## config.mk

```make
export PLATFORM = sky130hd
export DESIGN_NAME = psf_port_status
export DESIGN_NICKNAME = d
export VERILOG_FILES = /design/src/psf_pkg.sv /design/src/psf_flag_bank.sv /design/src/psf_err_ctrl.sv /design/src/psf_port_status.sv
export SDC_FILE = /design/constraint.sdc
export NUM_CORES = 1
export LEC_CHECK = 0
export BUFFER_PORTS_ARGS = -buffer_cell sky130_fd_sc_hd__buf_4
export CAP_MARGIN = 40
export CORE_MARGIN = 4
export CORE_UTILIZATION = 30
export CTS_BUF_LIST = sky130_fd_sc_hd__clkbuf_2 sky130_fd_sc_hd__clkbuf_4 sky130_fd_sc_hd__clkbuf_8
export DETAILED_ROUTE_END_ITERATION = 16
export PLACE_DENSITY_LB_ADDON = 0.15
export SLEW_MARGIN = 20
export SYNTH_ARGS = -nofsm -noshare
export SYNTH_HDL_FRONTEND = slang
export SYNTH_SLANG_ARGS = --single-unit
export TNS_END_PERCENT = 1
```

## constraint.sdc

```tcl
create_clock -name clock -period 1.9 [get_ports clock]
set_input_delay 0.285 -clock clock [delete_from_list [all_inputs] [get_ports clock]]
set_output_delay 0.285 -clock clock [all_outputs]
set_load 0.05 [all_outputs]
```

## src/psf_pkg.sv

```systemverilog
/*
  Shared constants and types of the port status and fault flag block.
  Assumes one 100 MHz clock and a byte-wide serial-management register port.
*/
package psf_pkg;

  // Register offsets
  localparam logic [7:0] ADDR_MISC_STATE = 8'h0f;
  localparam logic [7:0] ADDR_FAULT_STATE = 8'h10;
  localparam logic [7:0] ADDR_EVENT_STATE = 8'h11;
  localparam logic [7:0] ADDR_PROFILE_A = 8'h12;
  localparam logic [7:0] ADDR_PROFILE_B = 8'h13;
  localparam logic [7:0] ADDR_PIN_STATE = 8'h14;

  // fault_state fields
  localparam int FLT_ERR = 7;
  localparam int FLT_DRAIN = 6;
  localparam int FLT_RESET = 5;
  localparam int FLT_UNDERV = 4;
  localparam int FLT_HEAT = 3;
  localparam int FLT_SRC_OV = 2;
  localparam int FLT_BACK_V = 1;
  localparam int FLT_OVERCUR = 0;
  localparam logic [7:0] FAULT_COND_MASK = 8'h5f;

  // event_state fields
  localparam int EVT_QUOTA = 7;
  localparam int EVT_CC = 4;
  localparam int EVT_THROTTLE = 3;
  localparam int EVT_LIGHT = 2;
  localparam int EVT_UNPLUG = 1;
  localparam int EVT_PLUG = 0;
  localparam logic [7:0] EVENT_FLAG_MASK = 8'h8f;

  // misc_state fields
  localparam int MISC_ALERT = 5;
  localparam int MISC_ATTACH = 4;
  localparam int MISC_LOAD = 3;
  localparam int MISC_EMUL = 2;

  // Implemented profile bits, profile_state_b above profile_state_a
  localparam logic [15:0] PROFILE_MASK = 16'h7f9f;

  // Values after reset
  localparam logic [7:0] REG_RESET = 8'h00;
  localparam logic [7:0] FAULT_FLAGS_RESET = 8'h20;

  // Quota behaviour code that routes the quota flag to the interrupt pin
  localparam logic [1:0] QUOTA_ACT_ALERT = 2'h1;

  // Analog thresholds, applied by the comparators outside this block
  localparam int BACK_MARGIN_MV = 150;
  localparam int LIGHT_LOAD_UA = 6400;

  typedef enum logic {PSF_ACTIVE, PSF_ERROR} psf_mode_t;

  typedef struct packed {
    logic rd;
    logic wr;
    logic [7:0] addr;
    logic [7:0] wdata;
  } psf_reg_req_t;

  typedef struct packed {
    logic drain_fail;
    logic undervolt;
    logic overheat;
    logic source_overvolt;
    logic back_volt;
    logic over_limit;
    logic over_r2min;
  } psf_fault_cond_t;

  typedef struct packed {
    logic [7:0] rdata;
    logic alert_act;
    logic attach_act;
    logic pwr_q;
    logic pwr_seen;
  } psf_main_st_t;

endpackage

```

## src/psf_flag_bank.sv

```systemverilog
/*
  Bank of sticky flags: a set input per bit, a clear input per bit.
  Assumes set and clear are synchronous to clock; set wins over clear.
*/
`timescale 1ns/1ps
`default_nettype none
module psf_flag_bank
  import psf_pkg::*;
#(
  parameter int W = 8,
  parameter logic [W-1:0] RST = '0,
  parameter logic [W-1:0] MASK = '1
) (
  // Clock and reset
  input wire logic clock,
  input wire logic rst,
  // Per-bit controls
  input wire logic [W-1:0] set,
  input wire logic [W-1:0] clr,
  // Flags
  output logic [W-1:0] flags
);
  typedef struct packed {
    logic [W-1:0] bits;
  } psf_bank_st_t;

  psf_bank_st_t state;
  psf_bank_st_t next_state;

  if (W < 1) begin : g_bad_width
    $error("psf_flag_bank needs W of at least one");
  end

  for (genvar i = 0; i < W; i++) begin : g_bit
    // An event in the clearing cycle must not be lost
    always_comb begin
      next_state.bits[i] = MASK[i] & (set[i] | (state.bits[i] & ~clr[i]));
    end
  end

  always_ff @(posedge clock) begin
    if (rst) begin
      state.bits <= RST & MASK;
    end else begin
      state <= next_state;
    end
  end

  assign flags = state.bits;
endmodule
`default_nettype wire

```

## src/psf_err_ctrl.sv

```systemverilog
/*
  Active and Error state control of the port.
  Assumes the caller drops the error only when no fault condition remains.
*/
`timescale 1ns/1ps
`default_nettype none
module psf_err_ctrl
  import psf_pkg::*;
(
  // Clock and reset
  input wire logic clock,
  input wire logic rst,
  // Causes
  input wire logic any_flag,
  input wire logic drop,
  // State
  output var psf_mode_t mode,
  output logic err
);
  typedef struct packed {
    psf_mode_t mode;
  } psf_err_st_t;

  psf_err_st_t state;
  psf_err_st_t next_state;

  always_comb begin
    next_state = state;
    case (state.mode)
      PSF_ACTIVE: begin
        if (any_flag) begin
          next_state.mode = PSF_ERROR;
        end
      end
      PSF_ERROR: begin
        if (drop) begin
          next_state.mode = PSF_ACTIVE;
        end
      end
      default: begin
        next_state.mode = PSF_ACTIVE;
      end
    endcase
  end

  always_ff @(posedge clock) begin
    if (rst) begin
      state.mode <= PSF_ACTIVE;
    end else begin
      state <= next_state;
    end
  end

  assign mode = state.mode;
  assign err = (state.mode == PSF_ERROR);
endmodule
`default_nettype wire

```

## src/psf_port_status.sv

```systemverilog
/*
  Status registers of a USB port power controller: fault flags with the
  Error state, event flags, emulation progress and the two open-drain pins.
  Assumes comparator levels and event pulses are synchronous to clock and
  that the serial-management front end issues one-cycle rd and wr strobes.
*/
// Function
// - Error flag sets by itself when any fault puts the port in Error.
// - Host writes zero to error flag; port returns Active only if fault-free.
// - Port stays in Error while any fault condition remains present.
// - With auto-recovery and no fault condition, error flag clears itself.
// - Error flag clears when port power enable is low and no fault condition remains.
// - Fault flags clear on read once condition gone, and with the error flag.
// - Any fault flag drives the interrupt pin and enters Error.
// - Drain failure flag sets when the bus node cannot be discharged.
// - Reset flag sets at power-up; clears on read or power enable toggle.
// - Reset flag never drives the interrupt pin.
// - Back-voltage flag sets when bus exceeds a supply by the margin.
// - Overcurrent flag needs current above both limit and region-two minimum.
// - Interrupt pin and error flag are independent signals.
// - Quota flag sets on delivered charge, alerts if selected, clears on read.
// - Quota flag also clears on quota clear command or quota disable.
// - Throttle and light-load flags clear on read; alert only when linked.
// - Light-load flag sets when bus current falls below the threshold.
// - Removal sets a clear-on-read flag and releases attach pin, no alert.
// - Attach sets a clear-on-read flag and asserts attach pin, no alert.
// - Constant-current bit shows bus current above the programmed limit.
// - Profile bits clear on power disable, new mode or removal.
// - Profile bits never touch the interrupt or attach pins.
`timescale 1ns/1ps
`default_nettype none
module psf_port_status
  import psf_pkg::*;
(
  // Clock and reset
  input wire logic clock,
  input wire logic rst,
  // Register port
  input wire psf_reg_req_t reg_req,
  output logic [7:0] reg_rdata,
  // Fault comparators
  input wire psf_fault_cond_t fault_cond,
  // Fault handling controls
  input wire logic port_power_enable,
  input wire logic autorecovery_en,
  // Charge quota
  input wire logic quota_reached,
  input wire logic quota_enable,
  input wire logic quota_clear_cmd,
  input wire logic [1:0] quota_action_sel,
  // General events
  input wire logic alert_link,
  input wire logic throttle_cond,
  input wire logic light_load_cond,
  input wire logic unplug_evt,
  input wire logic plug_in_evt,
  // Emulation progress
  input wire logic load_draw_flag,
  input wire logic emulating_flag,
  input wire logic [1:0] stim_pair_index,
  input wire logic new_mode_sel,
  input wire logic [7:0] profile_a_set,
  input wire logic [7:0] profile_b_set,
  input wire logic [7:0] control_pin_level,
  // Interrupt pin, open drain
  input wire logic alert_pin_in,
  output logic alert_pin_out,
  output logic alert_pin_oe_n,
  // Attach pin, open drain
  input wire logic attach_pin_in,
  output logic attach_pin_out,
  output logic attach_pin_oe_n,
  // Port state
  output var psf_mode_t mode
);
  psf_main_st_t state;
  psf_main_st_t next_state;

  logic err;
  logic [7:0] fault_flags;
  logic [7:0] event_flags;
  logic [15:0] profile_flags;
  logic [7:0] fault_set;
  logic [7:0] fault_clr;
  logic [7:0] event_set;
  logic [7:0] event_clr;
  logic [7:0] cond_vec;
  logic rd_fault;
  logic rd_event;
  logic host_clear;
  logic any_cond;
  logic any_flag;
  logic err_drop;
  logic pwr_toggle;
  logic profile_clr;
  logic alert_want;

  assign rd_fault = reg_req.rd && (reg_req.addr == ADDR_FAULT_STATE);
  assign rd_event = reg_req.rd && (reg_req.addr == ADDR_EVENT_STATE);

  // host clears error by writing zero
  assign host_clear = reg_req.wr && (reg_req.addr == ADDR_FAULT_STATE) && !reg_req.wdata[FLT_ERR];

  always_comb begin
    cond_vec = 8'h00;
    cond_vec[FLT_DRAIN] = fault_cond.drain_fail;
    cond_vec[FLT_UNDERV] = fault_cond.undervolt;
    cond_vec[FLT_HEAT] = fault_cond.overheat;
    cond_vec[FLT_SRC_OV] = fault_cond.source_overvolt;
    cond_vec[FLT_BACK_V] = fault_cond.back_volt;
    cond_vec[FLT_OVERCUR] = fault_cond.over_limit & fault_cond.over_r2min;
  end

  assign any_cond = |cond_vec;
  assign any_flag = |(fault_flags & FAULT_COND_MASK);
  assign pwr_toggle = state.pwr_seen && (port_power_enable != state.pwr_q);

  // auto-recovery, power disable; a live fault keeps Error
  assign err_drop = err && !any_cond && (host_clear || autorecovery_en || !port_power_enable);

  always_comb begin
    fault_set = cond_vec;
    // clear on read when gone, or with the error flag
    fault_clr = ((rd_fault ? ~cond_vec : 8'h00) | {8{err_drop}}) & FAULT_COND_MASK;
    // reset flag clears on read or power toggle
    fault_clr[FLT_RESET] = rd_fault | pwr_toggle;
  end

  // reset flag set at power-up via reset value
  psf_flag_bank #(
    .W(8),
    .RST(FAULT_FLAGS_RESET),
    .MASK(FAULT_COND_MASK | FAULT_FLAGS_RESET)
  ) u_fault_bank (
    .clock(clock),
    .rst(rst),
    .set(fault_set),
    .clr(fault_clr),
    .flags(fault_flags)
  );

  psf_err_ctrl u_err_ctrl (
    .clock(clock),
    .rst(rst),
    .any_flag(any_flag),
    .drop(err_drop),
    .mode(mode),
    .err(err)
  );

  always_comb begin
    event_set = 8'h00;
    event_set[EVT_QUOTA] = quota_reached;
    event_set[EVT_THROTTLE] = throttle_cond;
    event_set[EVT_LIGHT] = light_load_cond;
    event_set[EVT_UNPLUG] = unplug_evt;
    event_set[EVT_PLUG] = plug_in_evt;
    event_clr = rd_event ? EVENT_FLAG_MASK : 8'h00;
    event_clr[EVT_QUOTA] = rd_event | quota_clear_cmd | !quota_enable;
  end

  psf_flag_bank #(
    .W(8),
    .RST(REG_RESET),
    .MASK(EVENT_FLAG_MASK)
  ) u_event_bank (
    .clock(clock),
    .rst(rst),
    .set(event_set),
    .clr(event_clr),
    .flags(event_flags)
  );

  assign profile_clr = !port_power_enable | new_mode_sel | unplug_evt;

  psf_flag_bank #(
    .W(16),
    .RST({REG_RESET, REG_RESET}),
    .MASK(PROFILE_MASK)
  ) u_profile_bank (
    .clock(clock),
    .rst(rst),
    .set({profile_b_set, profile_a_set}),
    .clr({16{profile_clr}}),
    .flags(profile_flags)
  );

  // faults alert; reset flag excluded; profiles excluded
  // alert derived from flags, not from the error state
  always_comb begin
    alert_want = any_flag;
    if (event_flags[EVT_QUOTA] && (quota_action_sel == QUOTA_ACT_ALERT)) begin
      alert_want = 1'b1;
    end
    if (alert_link && (event_flags[EVT_THROTTLE] || event_flags[EVT_LIGHT])) begin
      alert_want = 1'b1;
    end
  end

  always_comb begin
    next_state = state;
    next_state.alert_act = alert_want;
    next_state.pwr_q = port_power_enable;
    next_state.pwr_seen = 1'b1;
    // attach asserts pin; removal releases it
    if (plug_in_evt) begin
      next_state.attach_act = 1'b1;
    end else if (unplug_evt) begin
      next_state.attach_act = 1'b0;
    end
    if (reg_req.rd) begin
      case (reg_req.addr)
        ADDR_MISC_STATE: begin
          next_state.rdata = REG_RESET;
          // pin mirrors, low on the wire means asserted
          next_state.rdata[MISC_ALERT] = !alert_pin_in;
          next_state.rdata[MISC_ATTACH] = !attach_pin_in;
          next_state.rdata[MISC_LOAD] = load_draw_flag;
          next_state.rdata[MISC_EMUL] = emulating_flag;
          next_state.rdata[1:0] = stim_pair_index;
        end
        ADDR_FAULT_STATE: begin
          next_state.rdata = fault_flags;
          next_state.rdata[FLT_ERR] = err;
        end
        ADDR_EVENT_STATE: begin
          next_state.rdata = event_flags;
          next_state.rdata[EVT_CC] = fault_cond.over_limit;
        end
        ADDR_PROFILE_A: begin
          next_state.rdata = profile_flags[7:0];
        end
        ADDR_PROFILE_B: begin
          next_state.rdata = profile_flags[15:8];
        end
        ADDR_PIN_STATE: begin
          next_state.rdata = control_pin_level;
        end
        default: begin
          next_state.rdata = REG_RESET;
        end
      endcase
    end
  end

  always_ff @(posedge clock) begin
    if (rst) begin
      state.rdata <= REG_RESET;
      state.alert_act <= 1'b0;
      state.attach_act <= 1'b0;
      state.pwr_q <= 1'b0;
      state.pwr_seen <= 1'b0;
    end else begin
      state <= next_state;
    end
  end

  // Open drain: the output level is always low, the enable decides
  assign reg_rdata = state.rdata;
  assign alert_pin_out = 1'b0;
  assign alert_pin_oe_n = !state.alert_act;
  assign attach_pin_out = 1'b0;
  assign attach_pin_oe_n = !state.attach_act;
endmodule
`default_nettype wire

```

==> impl_metrics.ini, run 1 <==
[finish]
syn2layout_area_growth_pct = 34.0
final_layout_size_suffix_gt1_frac = 0.318
fin_nets = 358
fillerInstances = 635
diodes = 0
final_cell_count_no_fill = 364
fin_util = 0.418
fin_area_mm2 = 0.00251

[clock_tree]
cts_hold_buf = 0
h-tree-depth = 2
post_cts_buffers = 0
cts_buffer_depth = 2
ctsResizeCount = 0
root_buffer = clkbuf_8
cts.sinks = 38
numCtsBuffers = 5
cts_tree = done
worstSkewPairLatency_ns = 0.29
cts.clk_slew.worst_paths_ns = 0.07

[sta]
setup_viol = 0
slew_violations = 0
period_needed_ns = 1.38
setup_tns_ns = 0
rsz0062_at_grt = false
period_share = 0.727
clock_skew_ns = 0.00550
timing.fmax_mhz = 724
finalHoldViolCount = 0

[min_path]
hp-class = input port to flip-flop
min_to = u_profile_bank.flags[2]
hold-path-cell-count = 3
worstHoldStart = profile_a_set[2]

[grt]
busiest_layer = met2
grt_pass1_vias = 1769
grt.total_usage = 0.148
antenna_found_initial = 0
grt_start_max_net_pins = 31
grt_use_met2 = 0.226
grt_pass1_wl_mm = 8.76
use_met3 = 0.0397
use_met1 = 0.202
grt_overflow_total = 0

[synthesis]
yosys.cell_types.count = 45
synthCells = 226
synth.avg_cell_area_um2 = 8.28
synth_largest_area_cell = dfxtp_1
yosys.area.top_type_share = 0.407
ys_warn_count = 0
ys_seq_area_frac = 0.407
synthTopCellsByArea = dfxtp_1, a21oi_1, nor2_1, nand2_1, buf_4
synth_ff_type = dfxtp_1
synth-seq-cells = 38
synthArstFlopShare = 0
syn_area_mm2 = 0.00187
synth_edf_count = 0

[floorplan]
rows = 28
initial_core_util = 0.312
coreArea_mm2 = 0.00599
die_w_um = 87.0
ioPinCount = 83
die_y_um = 87.0
dieArea_mm2 = 0.00756

[placement]
io_buffer_count = 70
place_area_mm2 = 0.00241
dp_cells = 356
place_hpwl_mm = 4.27
gp_congestion = 0.827

[setup_path]
critical_path_buf_inv_count = 0
critPathMaxFanout = 3
reg2reg_to = state[3]
criticalPathCategory = flip-flop to flip-flop
path_cells = or4_1 -> o41a_1
cpPeakStageDelay_ns = 0.55
cp.arrival_ns = 1.55
required_ns = 2.07
reg2reg_depth = 2
worst_setup_path_end_kind = flip-flop
critPathTopFamily = simple AND/OR/NAND/NOR gates
slowest_stage = or4_1
crit-reg2reg-launch = u_fault_bank.flags[6]
cp-start-kind = flip-flop
rrSetupSlack_ns = 0.52

[outcome]
status = completed

[route]
wire_per_inst_um = 15.0
vias = 1775
drtIter0Drc = 69
final_antenna_net_count = 0
drt-vias-per-instance = 4.88
drc_errors = 0
drtPass1Iterations = 4
finalWirelength_mm = 5.47

[power]
power_uw = 1780
peakVddDrop_mv = 0.288
power.leakage_uw = 0.00107
powerDensity_mw_per_mm2 = 710

[job]
cap_violations = 0
[state kept, by name, indices dropped and copies added, names as in the netlist]
signal / flops
u_fault_bank.flags: 7
u_err_ctrl.err: 1
u_event_bank.flags: 5
reg_rdata: 8
state: 4
u_profile_bank.flags: 13
[cell usage in the layout, fill, tap and decap left out, types with 3 or more instances in the layout]
master	Yosys	layout
a21oi_1	25	25
a22o_1	5	5
a31oi_1	3	3
and3_1	4	4
buf_4	10	75
clkbuf_8	0	6
dfxtp_1	38	38
inv_1	9	9
mux2_2	4	4
mux2i_1	5	5
nand2_1	25	25
nand3b_1	5	5
nand4_1	3	3
nor2_1	26	26
nor2b_1	3	3
nor3_1	3	3
nor4_1	3	3
o21ai_0	12	12
[stage by stage]
stage                     hold WS, ns  setup slack [ns]
after floorplan                 0.402             0.416
after global placement          0.453             0.208
after detailed placement        0.457             0.218
after CTS                       0.193             0.509
after global routing            0.191             0.472
final                           0.200             0.519
[cell usage after synthesis (all sizes together), types with 3 or more instances]
cell    count
a21oi      25
a22o        5
a31oi       3
and3        4
buf        15
clkbuf      6
dfxtp      38
inv         9
mux2        4
mux2i       5
nand2      25
nand3b      5
nand4       3
nor2       26
nor2b       3
nor3        4
nor3b       3
nor4        4
o21ai      12
[cell type report]
class                      count  area, um^2  share of cell area
clock buffer                   6        82.6              0.0330
clock inverter                 2        12.5             0.00499
inverter                       9        33.8              0.0135
multi-input combinational    159         960               0.383
sequential                    38         761               0.304
tap                           75        93.8              0.0374
timing repair buffer          75         563               0.225
[power breakdown]
part / leakage [uW] / switching, uW / internal (uW)
logic: 0.000708 / 164 / 157
registers: 0.000316 / 34.7 / 844
clock network: 0.0000472 / 287 / 292
[layer usage]
| metal | share of wire | wire, um |
|---|---|---|
| met1 | 0.47 | 2580 |
| met2 | 0.45 | 2450 |
| met3 | 0.072 | 391 |
| met4 | 0.0084 | 46 |
| met5 | 0 | 0 |
[logic make-up (layout without fill, tap and decap cells)]
kind of cell	after synthesis	count (layout)	share of synthesized area
AND/OR/NAND/NOR	86	86	0.246
XOR/XNOR	1	1	0.00468
flip-flops	38	38	0.407
other	1	2	0.00200
multiplexers	9	9	0.0508
AO/OA/AOI/OAI	61	61	0.207
buffers and inverters	30	92	0.0823
[worst reg2reg max path, cell delays in order, from the launching register on]
cell and delay, ns:
dfxtp_1 0.34, or4_1 0.55, o41a_1 0.38
[worst max path at each step]
stage	from	to	slack, ns	depth (start not counted)
CTS	u_fault_bank.flags[6]	state[3]	0.51	2
global placement	reg_req[15]	u_err_ctrl.err	0.21	5
finish	u_fault_bank.flags[6]	state[3]	0.52	2
detailed placement	reg_req[15]	u_err_ctrl.err	0.22	5
floorplan	reg_req[10]	u_err_ctrl.err	0.42	4
global route	u_err_ctrl.err	u_fault_bank.flags[4]	0.47	4
(Power assumes the default switching activity.)
==> inputs of run 2 (changes only) <==
- clock period: 1.9 -> 1.2 ns (I/O delays scaled with it)
==> impl_metrics.ini, run 2 (synthesis results as in run 1) <==
[power]
powerDensity_mw_per_mm2 = 1090
peakVddDrop_mv = 0.495
power.leakage_uw = 0.00128

[route]
final_antenna_net_count = 0
vias = 1904
finalWirelength_mm = 6.00
drtPass1Iterations = 4
drc_errors = 0
wire_per_inst_um = 15.0
drt-vias-per-instance = 4.76
drtIter0Drc = 122

[setup_path]
cp-startpoint = u_fault_bank.flags[2]
cp.arrival_ns = 1.46
path_cells = or4_4 -> o41a_1
worst_setup_path_end_kind = flip-flop
crit-reg2reg-launch = u_fault_bank.flags[2]
cp-start-kind = flip-flop
slowest_stage = or4_4
required_ns = 1.37
cpPeakStageDelay_ns = 0.55
reg2reg_to = state[3]
critPathMaxFanout = 2
critPathCapture = state[3]
reg2reg_depth = 2
criticalPathCategory = flip-flop to flip-flop
rrSetupSlack_ns = -0.09

[sta]
clock_skew_ns = 0.00344
timing.fmax_mhz = 776
rsz0062_at_grt = true
slew_violations = 0
fin_ws_ns = -0.0894
period_share = 1.07
setup_viol = 6
setup_tns_ns = -0.188
period_needed_ns = 1.29
finalHoldViolCount = 0

[grt]
grt_pass1_vias = 1908
grt_start_max_net_pins = 23
grt_pass1_wl_mm = 9.49
use_met1 = 0.223
use_met3 = 0.0435
grt_use_met2 = 0.252
grt.total_usage = 0.161
antenna_found_initial = 0
busiest_layer = met2
grt_overflow_total = 0

[finish]
final_layout_size_suffix_gt1_frac = 0.428
layout_common_cells = buf_4, dfxtp_1, nand2_1, nor2_1, a21oi_1
fin_util = 0.483
fin_nets = 395
final_cell_count_no_fill = 400
final_common_cell = buf_4
largest_reg_flops = 13
syn2layout_area_growth_pct = 54.6
diodes = 0

[outcome]
violations = negative setup slack
status = finished with violations

[placement]
gp_congestion = 0.860
dp_cells = 393
dpl_worst_slack_ns = -0.337
place_hpwl_mm = 4.72
io_buffer_count = 70

[clock_tree]
cts_hold_buf = 0
root_buffer = clkbuf_8
cts.clk_slew.worst_paths_ns = 0.07
worstSkewPairLatency_ns = 0.28
numCtsBuffers = 5
cts_buffer_depth = 2
cts_tree = done
cts.sinks = 38
h-tree-depth = 2

[floorplan]
die_w_um = 87.0
coreArea_mm2 = 0.00599
initial_core_util = 0.312
ioPinCount = 83
dieArea_mm2 = 0.00756
rows = 28
die_y_um = 87.0

[job]
cap_violations = 0

[min_path]
hp-class = input port to flip-flop
run 2: layout make-up:
type	instances	area (um^2)
fillers	609	3100
multi-input cells	159	1020
repair buffers	112	870
flip-flops and latches	38	762
well taps	75	93.8
clock buffers	6	82.6
inverters	9	33.8
clock inverters	1	30.0
run 2: critical path, delay by kind of cell, from the launching register on:
family	cells	cell delay, ns
AOI/OAI and AO/OA	1	0.31
DFF	1	0.32
and+or+nand+nor	1	0.55
run 2: power by group:
part           switching (uW)  internal, uW  total [uW]
Combinational             309           345         655
Clock                     437           665        1100
Sequential               47.8          1340        1390
run 2: worst min-delay path by stage:
stage | startpoint | endpoint | slack (ns) | depth (start not counted)
detailed placement | profile_a_set[2] | u_profile_bank.flags[2] | 0.39 | 3
global placement | profile_b_set[3] | u_profile_bank.flags[11] | 0.38 | 3
global route | throttle_cond | u_event_bank.flags[3] | 0.09 | 3
floorplan | plug_in_evt | state[2] | 0.30 | 2
CTS | profile_a_set[2] | u_profile_bank.flags[2] | 0.09 | 3
finish | profile_b_set[3] | u_profile_bank.flags[11] | 0.1 | 3
run 2: what timing repair did:
| action | in CTS | in global routing |
|---|---|---|
| buffers inserted | 0 | 1 |
| endpoints found under the setup margin | 9 | 14 |
| resized for setup | 3 | 10 |
| pin swaps | 4 | 9 |
run 2: layer usage:
layer	vias to the layer above	part of all wire	routed length, um
met5	-	0	0
met4	0	0.0048	29
met3	2	0.060	362
met2	54	0.45	2720
met1	859	0.48	2890
li1	989	-	-
run 2: stage by stage:
| step | hold slack, ns | cell area (um^2) | total power, uW |
|---|---|---|---|
| after floorplan | 0.297 | 1880 | 1680 |
| final | 0.0959 | 2890 | 3140 |
| after global placement | 0.383 | 2720 | 2040 |
| after global routing | 0.0893 | 2890 | 3300 |
| after CTS | 0.0873 | 2850 | 3160 |
| after detailed placement | 0.391 | 2720 | 2050 |
